--- src/tat_consts.svh ---
`ifndef TAT_CONSTS_SVH
`define TAT_CONSTS_SVH

// ----------------------------------------------------------------------
// Register offsets (byte addresses on the plain register port)
// ----------------------------------------------------------------------
`define TAT_OFF_CONTROL   8'h00
`define TAT_OFF_COUNT     8'h04
`define TAT_OFF_PERIOD    8'h08
`define TAT_OFF_STATUS    8'h0c

// ----------------------------------------------------------------------
// Control register field positions
// ----------------------------------------------------------------------
`define TAT_BIT_ON        15
`define TAT_BIT_IDLE      13
`define TAT_BIT_WBLOCK    12
`define TAT_BIT_WPEND     11
`define TAT_BIT_ECS_HI    9
`define TAT_BIT_ECS_LO    8
`define TAT_BIT_GATE      7
`define TAT_BIT_PS_HI     5
`define TAT_BIT_PS_LO     4
`define TAT_BIT_SYNC      2
`define TAT_BIT_CS        1
`define TAT_CTRL_MASK     32'h0000_bbb6

// ----------------------------------------------------------------------
// Reset values and timing counts
// ----------------------------------------------------------------------
`define TAT_CTRL_RESET    32'h0000_0000
`define TAT_PERIOD_RESET  16'hffff
`define TAT_WRITE_XFER    3

`endif

--- src/tat_pkg.sv ---
package tat_pkg;

  // External clock source choices
  typedef enum logic [1:0] {
    TAT_SRC_SECONDARY = 2'h0,
    TAT_SRC_PIN       = 2'h1,
    TAT_SRC_LOW_POWER_RC_OSC      = 2'h2,
    TAT_SRC_RESERVED  = 2'h3
  } tat_src_t;

  // Asynchronous counter write transfer states (Gray from IDLE through LOAD to DONE)
  typedef enum logic [1:0] {
    TAT_WR_IDLE = 2'b00,
    TAT_WR_LOAD = 2'b01,
    TAT_WR_DONE = 2'b11
  } tat_wr_state_t;

endpackage

--- src/tat_prescaler.sv ---
`timescale 1ns/1ps
`include "tat_consts.svh"

// ----------------------------------------------------------------------
// Prescaler: divides count ticks by 1, 8, 64 or 256
// ----------------------------------------------------------------------
module tat_prescaler
  import tat_pkg::*;
#(
  parameter int WIDTH = 8
) (
  input  wire logic       mclk,
  input  wire logic       reset,
  input  wire logic       clear,
  input  wire logic       tick,
  input  wire logic [1:0] sel,
  output logic            tick_out
);

  logic [WIDTH-1:0] cnt_q;
  logic [WIDTH-1:0] limit;

  // Terminal count for each code
  always_comb begin
    case (sel)
      2'h0:    limit = WIDTH'(0);
      2'h1:    limit = WIDTH'(7);
      2'h2:    limit = WIDTH'(63);
      default: limit = WIDTH'(255);
    endcase
  end

  // Divider count; clear restarts the ratio cleanly
  always_ff @(posedge mclk or posedge reset) begin
    if (reset) begin
      cnt_q <= '0;
    end else if (clear) begin
      cnt_q <= '0;
    end else if (tick) begin
      cnt_q <= (cnt_q >= limit) ? '0 : cnt_q + WIDTH'(1);
    end
  end

  assign tick_out = tick && (cnt_q >= limit);

endmodule // tat_prescaler

--- src/tat_timer.sv ---
// Strobed register access and the register offsets were chosen for this implementation.
`timescale 1ns/1ps
`include "tat_consts.svh"

module tat_timer
  import tat_pkg::*;
#(
  parameter int CNT_W = 16
) (
  input  wire logic        mclk,
  input  wire logic        reset,
  input  wire logic [7:0]  reg_addr,
  input  wire logic [31:0] reg_wdata,
  input  wire logic        reg_wr,
  input  wire logic        reg_rd,
  output logic      [31:0] reg_rdata,
  input  wire logic        idle_mode,
  input  wire logic        secondary_osc,
  input  wire logic        timer_clock_pin,
  input  wire logic        low_power_rc_osc,
  input  wire logic        gate_in,
  output logic             period_match
);

  // --------------------------------------------------------------------
  // Registers
  // --------------------------------------------------------------------
  logic             on_q;         // Enable
  logic             idle_stop_q;  // Halt while the device idles
  logic             blk_q;        // Refuse counter writes while pending
  logic             gate_q;       // Gated accumulation enable
  logic             sync_q;       // Resync the external clock
  logic             cs_q;         // External clock source
  logic [1:0]       ecs_q;
  logic [1:0]       ps_q;
  logic [CNT_W-1:0] count_q;
  logic [CNT_W-1:0] period_q;
  logic [CNT_W-1:0] wval_q;
  tat_wr_state_t    wst_q;
  logic             match_q;

  // --------------------------------------------------------------------
  // Pin synchronisers and edge detection
  // --------------------------------------------------------------------
  logic [2:0] s_secondary_osc_q;
  logic [2:0] s_pin_q;
  logic [2:0] s_low_power_rc_osc_q;
  logic [1:0] s_gate_q;
  logic       ext_rise;

  // Rising edge between the synchronised stage and its history stage
  function automatic logic src_rise(input logic [2:0] s);
    return s[1] && !s[2];
  endfunction

  // Two flops per pin; first stage feeds only the second, third is history
  always_ff @(posedge mclk or posedge reset) begin
    if (reset) begin
      s_secondary_osc_q <= 3'h0;
      s_pin_q  <= 3'h0;
      s_low_power_rc_osc_q <= 3'h0;
      s_gate_q <= 2'h0;
    end else begin
      s_secondary_osc_q <= {s_secondary_osc_q[1:0], secondary_osc};
      s_pin_q  <= {s_pin_q[1:0], timer_clock_pin};
      s_low_power_rc_osc_q <= {s_low_power_rc_osc_q[1:0], low_power_rc_osc};
      s_gate_q <= {s_gate_q[0], gate_in};
    end
  end

  // Edges are taken per source before the mux: one shared history flop
  // would see a false edge when the select moves from a low source to a
  // high one. Reserved code gives no clock.
  always_comb begin
    case (tat_src_t'(ecs_q))
      TAT_SRC_SECONDARY: ext_rise = src_rise(s_secondary_osc_q);
      TAT_SRC_PIN:       ext_rise = src_rise(s_pin_q);
      TAT_SRC_LOW_POWER_RC_OSC:      ext_rise = src_rise(s_low_power_rc_osc_q);
      default:           ext_rise = 1'b0;
    endcase
  end

  // --------------------------------------------------------------------
  // Count tick selection
  // --------------------------------------------------------------------
  logic run;
  logic raw_tick;
  logic ps_tick;
  logic async_mode;

  // Idle only stops the timer when the idle-stop bit asks for it
  // Idle is a same-clock level from the power manager, so no synchroniser
  assign run = on_q && !(idle_stop_q && idle_mode);

  // Bus clock with optional gate, or external edge; gate ignored if external
  // Gate is a pin level, so it is read only after its synchroniser
  always_comb begin
    if (!cs_q) begin
      raw_tick = gate_q ? s_gate_q[1] : 1'b1;
    end else begin
      raw_tick = ext_rise;
    end
  end

  // Async mode: external source without resync
  // In sync mode counter writes load at once and never pend
  assign async_mode = cs_q && !sync_q;

  // Stopping clears the divider so a restart gets a full first ratio
  tat_prescaler #(
    .WIDTH (8)
  ) u_ps (
    .mclk     (mclk),
    .reset    (reset),
    .clear    (!run),
    .tick     (run && raw_tick),
    .sel      (ps_q),
    .tick_out (ps_tick)
  );

  // --------------------------------------------------------------------
  // Register write decode
  // --------------------------------------------------------------------
  logic wr_ctrl;      // Control write this cycle
  logic wr_count;     // Counter write this cycle
  logic wr_period;    // Period write this cycle
  logic count_wr_ok;  // Counter write accepted

  // Address match against one register offset
  function automatic logic at_reg(input logic [7:0] addr, input logic [7:0] off);
    return addr == off;
  endfunction

  // One write strobe per writable register: control, count and period
  always_comb begin
    wr_ctrl   = 1'b0;
    wr_count  = 1'b0;
    wr_period = 1'b0;
    if (reg_wr && at_reg(reg_addr, `TAT_OFF_CONTROL)) begin
      wr_ctrl = 1'b1;
    end else if (reg_wr && at_reg(reg_addr, `TAT_OFF_COUNT)) begin
      wr_count = 1'b1;
    end else if (reg_wr && at_reg(reg_addr, `TAT_OFF_PERIOD)) begin
      wr_period = 1'b1;
    end
  end

  // With the block bit set, blocked while a transfer pends; else a new write restarts it
  assign count_wr_ok = wr_count && !(blk_q && wst_q != TAT_WR_IDLE);

  // Control fields; unimplemented bits have no storage
  // Pending bit is read-only and has no write path
  always_ff @(posedge mclk or posedge reset) begin
    if (reset) begin
      on_q        <= 1'b0;
      idle_stop_q <= 1'b0;
      blk_q       <= 1'b0;
      ecs_q       <= 2'h0;
      gate_q      <= 1'b0;
      ps_q        <= 2'h0;
      sync_q      <= 1'b0;
      cs_q        <= 1'b0;
    end else if (wr_ctrl) begin
      on_q        <= reg_wdata[`TAT_BIT_ON];
      idle_stop_q <= reg_wdata[`TAT_BIT_IDLE];
      blk_q       <= reg_wdata[`TAT_BIT_WBLOCK];
      ecs_q       <= reg_wdata[`TAT_BIT_ECS_HI:`TAT_BIT_ECS_LO];
      gate_q      <= reg_wdata[`TAT_BIT_GATE];
      ps_q        <= reg_wdata[`TAT_BIT_PS_HI:`TAT_BIT_PS_LO];
      sync_q      <= reg_wdata[`TAT_BIT_SYNC];
      cs_q        <= reg_wdata[`TAT_BIT_CS];
    end
  end

  // Period compare value; full scale after reset
  always_ff @(posedge mclk or posedge reset) begin
    if (reset) begin
      period_q <= CNT_W'(`TAT_PERIOD_RESET);
    end else if (wr_period) begin
      period_q <= reg_wdata[CNT_W-1:0];
    end
  end

  // --------------------------------------------------------------------
  // Counter write transfer
  // --------------------------------------------------------------------
  // In async mode a write lands only after three external rising edges, so the
  // loaded value does not race the counting edge.
  logic [1:0] xfer_q;

  always_ff @(posedge mclk or posedge reset) begin
    if (reset) begin
      wst_q  <= TAT_WR_IDLE;
      wval_q <= '0;
      xfer_q <= 2'h0;
    end else if (count_wr_ok) begin
      wval_q <= reg_wdata[CNT_W-1:0];
      xfer_q <= 2'h0;
      wst_q  <= async_mode ? TAT_WR_LOAD : TAT_WR_IDLE;
    end else begin
      case (wst_q)
        TAT_WR_LOAD: begin
          if (ext_rise || !async_mode) begin
            xfer_q <= xfer_q + 2'h1;
            if (xfer_q == 2'(`TAT_WRITE_XFER - 1) || !async_mode) begin
              wst_q <= TAT_WR_DONE;
            end
          end
        end
        TAT_WR_DONE: begin
          wst_q <= TAT_WR_IDLE;
        end
        default: begin
          wst_q <= TAT_WR_IDLE;
        end
      endcase
    end
  end

  // --------------------------------------------------------------------
  // Counter and period match
  // --------------------------------------------------------------------
  // A landing write outranks counting; the tick of that cycle is lost
  always_ff @(posedge mclk or posedge reset) begin
    if (reset) begin
      count_q <= '0;
      match_q <= 1'b0;
    end else begin
      match_q <= 1'b0;
      if (count_wr_ok && !async_mode) begin
        count_q <= reg_wdata[CNT_W-1:0];
      end else if (wst_q == TAT_WR_DONE) begin
        count_q <= wval_q;
      end else if (ps_tick && wst_q == TAT_WR_IDLE) begin
        if (count_q == period_q) begin
          count_q <= '0;
          match_q <= 1'b1;
        end else begin
          count_q <= count_q + CNT_W'(1);
        end
      end
    end
  end

  // Registered pulse, one cycle per wrap
  assign period_match = match_q;

  // --------------------------------------------------------------------
  // Read back
  // --------------------------------------------------------------------
  logic        pend;
  logic [31:0] ctrl_img;

  // Pending shows only in async mode, until the cycle after the load
  assign pend = async_mode && (wst_q != TAT_WR_IDLE);

  // Only implemented positions carry state
  always_comb begin
    ctrl_img                                 = `TAT_CTRL_RESET;
    ctrl_img[`TAT_BIT_ON]                    = on_q;
    ctrl_img[`TAT_BIT_IDLE]                  = idle_stop_q;
    ctrl_img[`TAT_BIT_WBLOCK]                = blk_q;
    ctrl_img[`TAT_BIT_WPEND]                 = pend;
    ctrl_img[`TAT_BIT_ECS_HI:`TAT_BIT_ECS_LO] = ecs_q;
    ctrl_img[`TAT_BIT_GATE]                  = gate_q;
    ctrl_img[`TAT_BIT_PS_HI:`TAT_BIT_PS_LO]  = ps_q;
    ctrl_img[`TAT_BIT_SYNC]                  = sync_q;
    ctrl_img[`TAT_BIT_CS]                    = cs_q;
    ctrl_img                                 = ctrl_img & `TAT_CTRL_MASK;
  end

  // Read data one cycle after the strobe; unmapped reads zero
  // Zero outside the answer cycle lets a bus OR several slaves together
  always_ff @(posedge mclk or posedge reset) begin
    if (reset) begin
      reg_rdata <= 32'h0000_0000;
    end else if (reg_rd) begin
      if (at_reg(reg_addr, `TAT_OFF_CONTROL)) begin
        reg_rdata <= ctrl_img;
      end else if (at_reg(reg_addr, `TAT_OFF_COUNT)) begin
        reg_rdata <= 32'(count_q);
      end else if (at_reg(reg_addr, `TAT_OFF_PERIOD)) begin
        reg_rdata <= 32'(period_q);
      end else if (at_reg(reg_addr, `TAT_OFF_STATUS)) begin
        reg_rdata <= {30'h0, idle_mode, pend};
      end else begin
        reg_rdata <= 32'h0000_0000;
      end
    end else begin
      reg_rdata <= 32'h0000_0000;
    end
  end

endmodule // tat_timer

--- config.mk ---
export PLATFORM = sky130hd
export DESIGN_NAME = tat_timer
export DESIGN_NICKNAME = d
export VERILOG_FILES = /design/src/tat_pkg.sv /design/src/tat_prescaler.sv /design/src/tat_timer.sv
export VERILOG_INCLUDE_DIRS = /design/src
export SDC_FILE = /design/constraint.sdc
export NUM_CORES = 1
export LEC_CHECK = 0
export BUFFER_PORTS_ARGS = -buffer_cell sky130_fd_sc_hd__buf_4
export CAP_MARGIN = 20
export CORE_ASPECT_RATIO = 0.5
export CORE_UTILIZATION = 43
export CTS_CLUSTER_SIZE = 25
export DETAILED_ROUTE_END_ITERATION = 8
export SYNTH_ARGS = -nofsm -noshare
export SYNTH_HDL_FRONTEND = slang
export SYNTH_HIERARCHICAL = 1
export SYNTH_SLANG_ARGS = --single-unit
--- constraint.sdc ---
create_clock -name mclk -period 7 [get_ports mclk]
set_input_delay 0.35 -clock mclk [delete_from_list [all_inputs] [get_ports mclk]]
set_output_delay 0.35 -clock mclk [all_outputs]
set_load 0.005 [all_outputs]
==> metrics.cfg, run 1 <==
[status]
status = completed

[floorplan]
dieArea_um2 = 12980
rows = 28
die-width_um = 160.1
chipHeight_um = 81.06
core-area_um2 = 11980
start_util_pct = 44.86
num_io_pins = 82

[setup_path]
worstSetupPathType = register to register
crit_chain = nand2_1 > ha_1 > and4_1 > o41ai_4 > o211ai_2 > and2_1 > or3b_2 > a2111oi_0 > xnor2_1 > o22ai_1 > a31oi_1
r2r_start = ps_q[0]$_DFFE_PP0P_
cp_max_fo = 12
cp.arrival_ns = 3.98
reg2regPathDepth = 11
required_ns = 7.26
critPathMaxStageDelay_ns = 0.65
crit_family = compound AO/OA/AOI/OAI gates
crit_path_start_kind = register
r2r_end = count_q[10]$_DFFE_PP0P_
reg2reg_slack_ns = 3.28
cp-end-kind = register
worst-path-buf-inv = 0
slowest_stage = or3b_2

[finish]
area_delta_synth_final_pct = 13.34
final_util_pct = 50.85
fill_cells = 1093
antennaDiodeCount = 0
drive_gt1_share_pct = 27.37
nets = 601

[cts]
clock_path_buffers = 2
cts_tree = built
clock_latency_ns = 0.35
postCtsHoldBufs = 1
postCtsResizedCells = 0
cts_setup_buffers = 0
htreeDepth = 3
numCtsBuffers = 9
numClockSinks = 98
clock-root-buffer = clkbuf_16
clk_pin_slew_ns = 0.08

[hold_path]
min_from = timer_clock_pin
hp-class = input pin to register
worst_hold_path.endpoint = s_pin_q[0]$_DFF_PP0_
min_path_cells = 1

[logic_synthesis]
syn_inst = 508
yosys-top-cells-area = dfrtp_1 38%, dfstp_2 7.8%, mux2_2 6.9%
synth_cell_type_count = 66
async_reset_ff_share_pct = 100.0
synth.largest_area_cell = dfrtp_1
yosysWarningCount = 6
synthSimpleGateAreaFrac_pct = 15.90
seq_area_frac_synth_pct = 46.00
yosysTopAreaCellShare_pct = 38.18
synth_flop_cell = dfrtp_1
synth_compound_area_share_pct = 14.97
synth_fa_ha_area_share_pct = 2.095
synth_top_family_by_area = simple AND/OR/NAND/NOR gates
synth-xor-area-share_pct = 3.422
synth_mux_area_share_pct = 11.76
synth-edff-count = 0
synthesis.area_um2 = 5375
postSynthAreaPerCell_um2 = 10.58
ys_ff_latch = 98

[global_route]
grt_usage_pct = 21.98
grt_max_degree = 47
grt_pass1_wl_mm = 21.42
antenna_found_initial = 0
grt_pass1_vias = 3779
grt-ovfl-total = 0

[routing]
drt_pass1_iterations = 5
drc = 0
via_per_inst = 5.673
drtIter0Drc = 451
drtAntennaViolNets = 0
wirelength_mm = 13.53
wl_per_cell_um = 18.98
via_count = 4045

[placement]
numPortBuffers = 49
globalplace.congestion = 0.8578
dp.final_hpwl_mm = 9.358

[sta]
slew-limit-headroom_pct = 44.51
setup_viol = 0
rsz0062_at_grt = no
final.min_clock_period_ns = 3.717
tightest_slew_ns = 0.8303
fin_worst_skew_ns = 0.01330
hold_viol = 0
max_freq_mhz = 269.0
maxSlewViolCount = 0
fin_setup_tns_ns = 0
period_share_pct = 53.10

[pwr]
power_density_nw_per_um2 = 215.1
power_leakage_uw = 0.002809
peakVddDrop_mv = 0.1083

[job]
cap_violations = 0

logic make-up (layout without fill, tap and decap cells):
family,count (synthesis),after routing
DFF,98,98
AOI/OAI and AO/OA,112,112
other,1,16
buffers and inverters,58,83
adders and majority gates,9,9
and+or+nand+nor,155,155
muxes,54,54
xor gates and xnor gates,21,21
metrics by stage:
stage	power (uW)	cells	hold WS [ns]	setup WS (ns)	cell area, um2
final	1310	713	0.09587	3.283	6092
after global routing	1365	713	0.07906	3.078	6092
after CTS	1317	712	0.08777	3.342	6081
after detailed placement	824.7	695	0.3364	3.383	5779
after global placement	822.0	694	0.3356	3.441	5768
after floorplan	772.7	523	0.1657	3.987	5431
power by group:
part           switching [uW]  internal [uW]  leakage (uW)  total, uW
combinational            94.6           79.5       0.00142        174
sequential               43.1            601       0.00124        644
clock                     241            251      0.000145        492
total                     378            932       0.00281       1310
sequential cells by signal (all words and copies together), names as in the netlist, 2 cells and up:
signal	count
period_q	16
wst_q	2
count_q	16
s_secondary_osc_q	3
ecs_q	2
s_pin_q	3
s_low_power_rc_osc_q	3
ps_q	2
u_ps/cnt_q	8
xfer_q	2
reg_rdata	16
s_gate_q	2
wval_q	16
how the worst max path moves through the flow:
stage	start	to	slack, ns	cells past startpoint
floorplan	ecs_q[0]$_DFFE_PP0P_	count_q[10]$_DFFE_PP0P_	3.99	10
global placement	ps_q[1]$_DFFE_PP0P_	count_q[10]$_DFFE_PP0P_	3.44	11
detailed placement	ps_q[1]$_DFFE_PP0P_	count_q[10]$_DFFE_PP0P_	3.38	11
CTS	ps_q[0]$_DFFE_PP0P_	count_q[10]$_DFFE_PP0P_	3.34	11
global route	ps_q[1]$_DFFE_PP0P_	count_q[10]$_DFFE_PP0P_	3.08	11
finish	ps_q[0]$_DFFE_PP0P_	count_q[10]$_DFFE_PP0P_	3.28	11
layout make-up:
cell class / instances / area (um2) / area share (%)
clock buffer: 9 / 225.2 / 3.697
clock inverter: 7 / 66.31 / 1.089
inverter: 11 / 43.79 / 0.7188
multi-input combinational: 367 / 2648 / 43.46
sequential: 98 / 2472 / 40.58
tap: 165 / 206.4 / 3.389
timing repair buffer: 56 / 430.4 / 7.065
placed cells by master (no fill, tap or decap), types with 4 or more instances in the layout:
| cell type | synthesis | routed |
|---|---|---|
| or3b_2 | 4 | 4 |
| a211oi_1 | 4 | 4 |
| and2_1 | 4 | 4 |
| xor2_1 | 16 | 16 |
| nor2_1 | 31 | 31 |
| a22oi_1 | 13 | 13 |
| ha_1 | 9 | 9 |
| nand3_1 | 11 | 11 |
| nor4_1 | 6 | 6 |
| clkbuf_16 | 0 | 9 |
| mux2i_1 | 11 | 11 |
| a31oi_1 | 5 | 5 |
| dfstp_2 | 16 | 16 |
| o21ai_0 | 12 | 12 |
| mux2_4 | 10 | 10 |
| nand4_1 | 5 | 5 |
| and3_1 | 6 | 6 |
| o2111ai_1 | 8 | 8 |
| dfrtp_1 | 82 | 82 |
| a21boi_1 | 6 | 6 |
| o211ai_1 | 6 | 6 |
| conb_1 | 1 | 16 |
| nand2b_1 | 10 | 10 |
| a21oi_1 | 24 | 24 |
| nor2b_1 | 7 | 7 |
| buf_4 | 16 | 53 |
| inv_1 | 9 | 8 |
| mux2_2 | 33 | 33 |
| nand2_1 | 44 | 44 |
| xnor2_1 | 5 | 5 |
| o31ai_1 | 5 | 5 |
| o22ai_1 | 8 | 8 |
| o221ai_1 | 4 | 4 |
| nor3_1 | 8 | 8 |
synth_stat cells (all sizes together) (5+ instances only):
master / instances
a31oi: 5
a22oi: 13
and3: 6
clkbuf: 17
ha: 9
nand3: 11
nand2: 45
o21ai: 13
mux2i: 11
nor2b: 7
nor3: 9
o211ai: 7
a21boi: 9
nor2: 31
xnor2: 5
a21oi: 24
o31ai: 5
nand2b: 10
dfrtp: 82
inv: 9
mux2: 43
o2111ai: 8
a211oi: 5
buf: 30
xor2: 16
nor4: 6
dfstp: 16
nand4: 5
o22ai: 8
metal layers:
| layer | GRT usage [%] | up-vias | wire (um) |
|---|---|---|---|
| met1 | 32.30 | 2016 | 6691 |
| met5 | 0 | - | 0 |
| met3 | 5.056 | 9 | 905 |
| met2 | 32.96 | 141 | 5820 |
| li1 | - | 1879 | - |
| met4 | 4.667 | 0 | 114 |
Note: power is estimated with default switching activity, not from simulation.
==> run 2: changes to the inputs <==
Settings changed: PLACE_DENSITY set to 0.66.
Clock period 7 ns to 2.99 ns, I/O delays scaled along.
==> metrics.cfg, run 2 (synthesis gave the netlist of run 1 again) <==
[global_route]
grt_usage_pct = 21.85
grt_pass1_wl_mm = 21.52
grt_max_degree = 50
grt-ovfl-total = 0
antenna_found_initial = 0
grt_pass1_vias = 3876

[routing]
via_per_inst = 5.607
drc = 0
drt_pass1_iterations = 7
via_count = 4205
drtIter0Drc = 564
wirelength_mm = 13.55
wl_per_cell_um = 18.06
drtAntennaViolNets = 0

[sta]
fin_setup_tns_ns = 0
hold_viol = 0
period_share_pct = 93.45
tightest_slew_ns = 0.7800
slew-limit-headroom_pct = 48.00
rsz0062_at_grt = no
setup_viol = 0
fin_worst_skew_ns = 0.01042
final.min_clock_period_ns = 2.794
maxSlewViolCount = 0
max_freq_mhz = 357.9
hold_ws_ns = 0.04117

[job]
cap_violations = 0

[finish]
final_util_pct = 53.55
drive_gt1_share_pct = 32.14
antennaDiodeCount = 0
final_cell_mix = 87 x buf_4, 82 x dfrtp_1, 44 x nand2_1
area_delta_synth_final_pct = 19.37
final_cells = 750
nets = 638
layout_commonest_cell = buf_4

[setup_path]
cp.arrival_ns = 3.02
r2r_end = count_q[3]$_DFFE_PP0P_
cp_max_fo = 11
critPathMaxStageDelay_ns = 0.42
required_ns = 3.21
crit_chain = nand2_1 > ha_1 > buf_4 > and3_1 > o21ai_2 > o211ai_2 > and2_4 > or3b_4 > buf_4 > nand2_1 > a2111oi_0 > a211oi_1
worstSetupPathType = register to register
cp-end-kind = register
crit_start = ps_q[1]$_DFFE_PP0P_
slowest_stage = dfrtp_1
reg2reg_slack_ns = 0.20
reg2regPathDepth = 12
r2r_start = ps_q[1]$_DFFE_PP0P_
crit_path_start_kind = register

[pwr]
power_density_nw_per_um2 = 484.8
combPwrFrac_pct = 14.3
power_leakage_uw = 0.002999
p_int_uw = 2211
peakVddDrop_mv = 0.2395
p_switching_uw = 899.6
seqPwrFrac_pct = 48.4
clkPwrFrac_pct = 37.3
swShare_pct = 28.92

[hold_path]
worst_hold_path.endpoint = count_q[8]$_DFFE_PP0P_
min_path_cells = 3
min_from = reg_wdata[8]
hp-class = input pin to register

[placement]
numPortBuffers = 49
globalplace.congestion = 0.8678
placed_cells = 728
dp.final_hpwl_mm = 9.557

[floorplan]
dieArea_um2 = 12980
rows = 28
core-area_um2 = 11980
chipHeight_um = 81.06
start_util_pct = 44.86
die-width_um = 160.1
num_io_pins = 82

[status]
status = completed

[cts]
numClockSinks = 98
clock_path_buffers = 2
numCtsBuffers = 9
cts_tree = built
clk_pin_slew_ns = 0.08
clock-root-buffer = clkbuf_16
clock_latency_ns = 0.35
htreeDepth = 3

run 2: repair_timing:
item | in CTS | in global routing
setup endpoints to repair | 1 | 2
hold endpoints to repair | 48 | 0
pin swaps | 0 | 0
hold buffers | 5 | 0
gates resized for setup | 2 | 5
buffers inserted | 0 | 1
run 2: worst max-delay path: cells and delay by family (launching register included):
kind / cells / cell delay [ns]
flip-flops: 1 / 0.42
adder cells (fa/ha/maj): 1 / 0.30
AO/OA/AOI/OAI: 4 / 0.76
AND/OR/NAND/NOR: 5 / 0.86
buffers and inverters: 2 / 0.33
run 2: layout make-up:
type,instances,area [um2]
multi-input combinational,367,2679
tap,165,206.4
timing repair buffer,93,723.2
inverter,11,43.79
fill,1050,5565
sequential,98,2472
clock inverter,7,66.31
clock buffer,9,225.2
run 2: worst max path at each step:
stage / slack [ns] / end
CTS: 0.02 / count_q[10]$_DFFE_PP0P_
global placement: -0.006 / count_q[10]$_DFFE_PP0P_
global route: 0.02 / count_q[3]$_DFFE_PP0P_
floorplan: 0.06 / count_q[10]$_DFFE_PP0P_
finish: 0.20 / count_q[3]$_DFFE_PP0P_
detailed placement: -0.0001 / count_q[10]$_DFFE_PP0P_
run 2: stage by stage:
stage / total power (uW) / setup WS (ns) / area (um2)
CTS: 3126 / 0.02456 / 6386
finish: 3111 / 0.1959 / 6416
floorplan: 1810 / 0.05906 / 5436
global placement: 1948 / -0.005514 / 6041
global route: 3249 / 0.02400 / 6416
detailed placement: 1960 / -0.0001126 / 6041
run 2: routing by layer:
layer	track usage [%]	up-vias	share of wire [%]
met5	0	-	0
met4	4.095	0	0.65
met3	5.056	8	7.5
met2	33.83	149	44
met1	31.49	2094	48
li1	-	1954	-
run 2: power by group through the flow:
stage          logic, uW  registers (uW)  clock network (uW)
2_1_floorplan        339            1470                   0
3_3_place_gp         425            1520                   0
3_5_place_dp         433            1530                   0
4_1_cts              441            1500                1180
5_1_grt              493            1520                1240
6_report             445            1500                1160
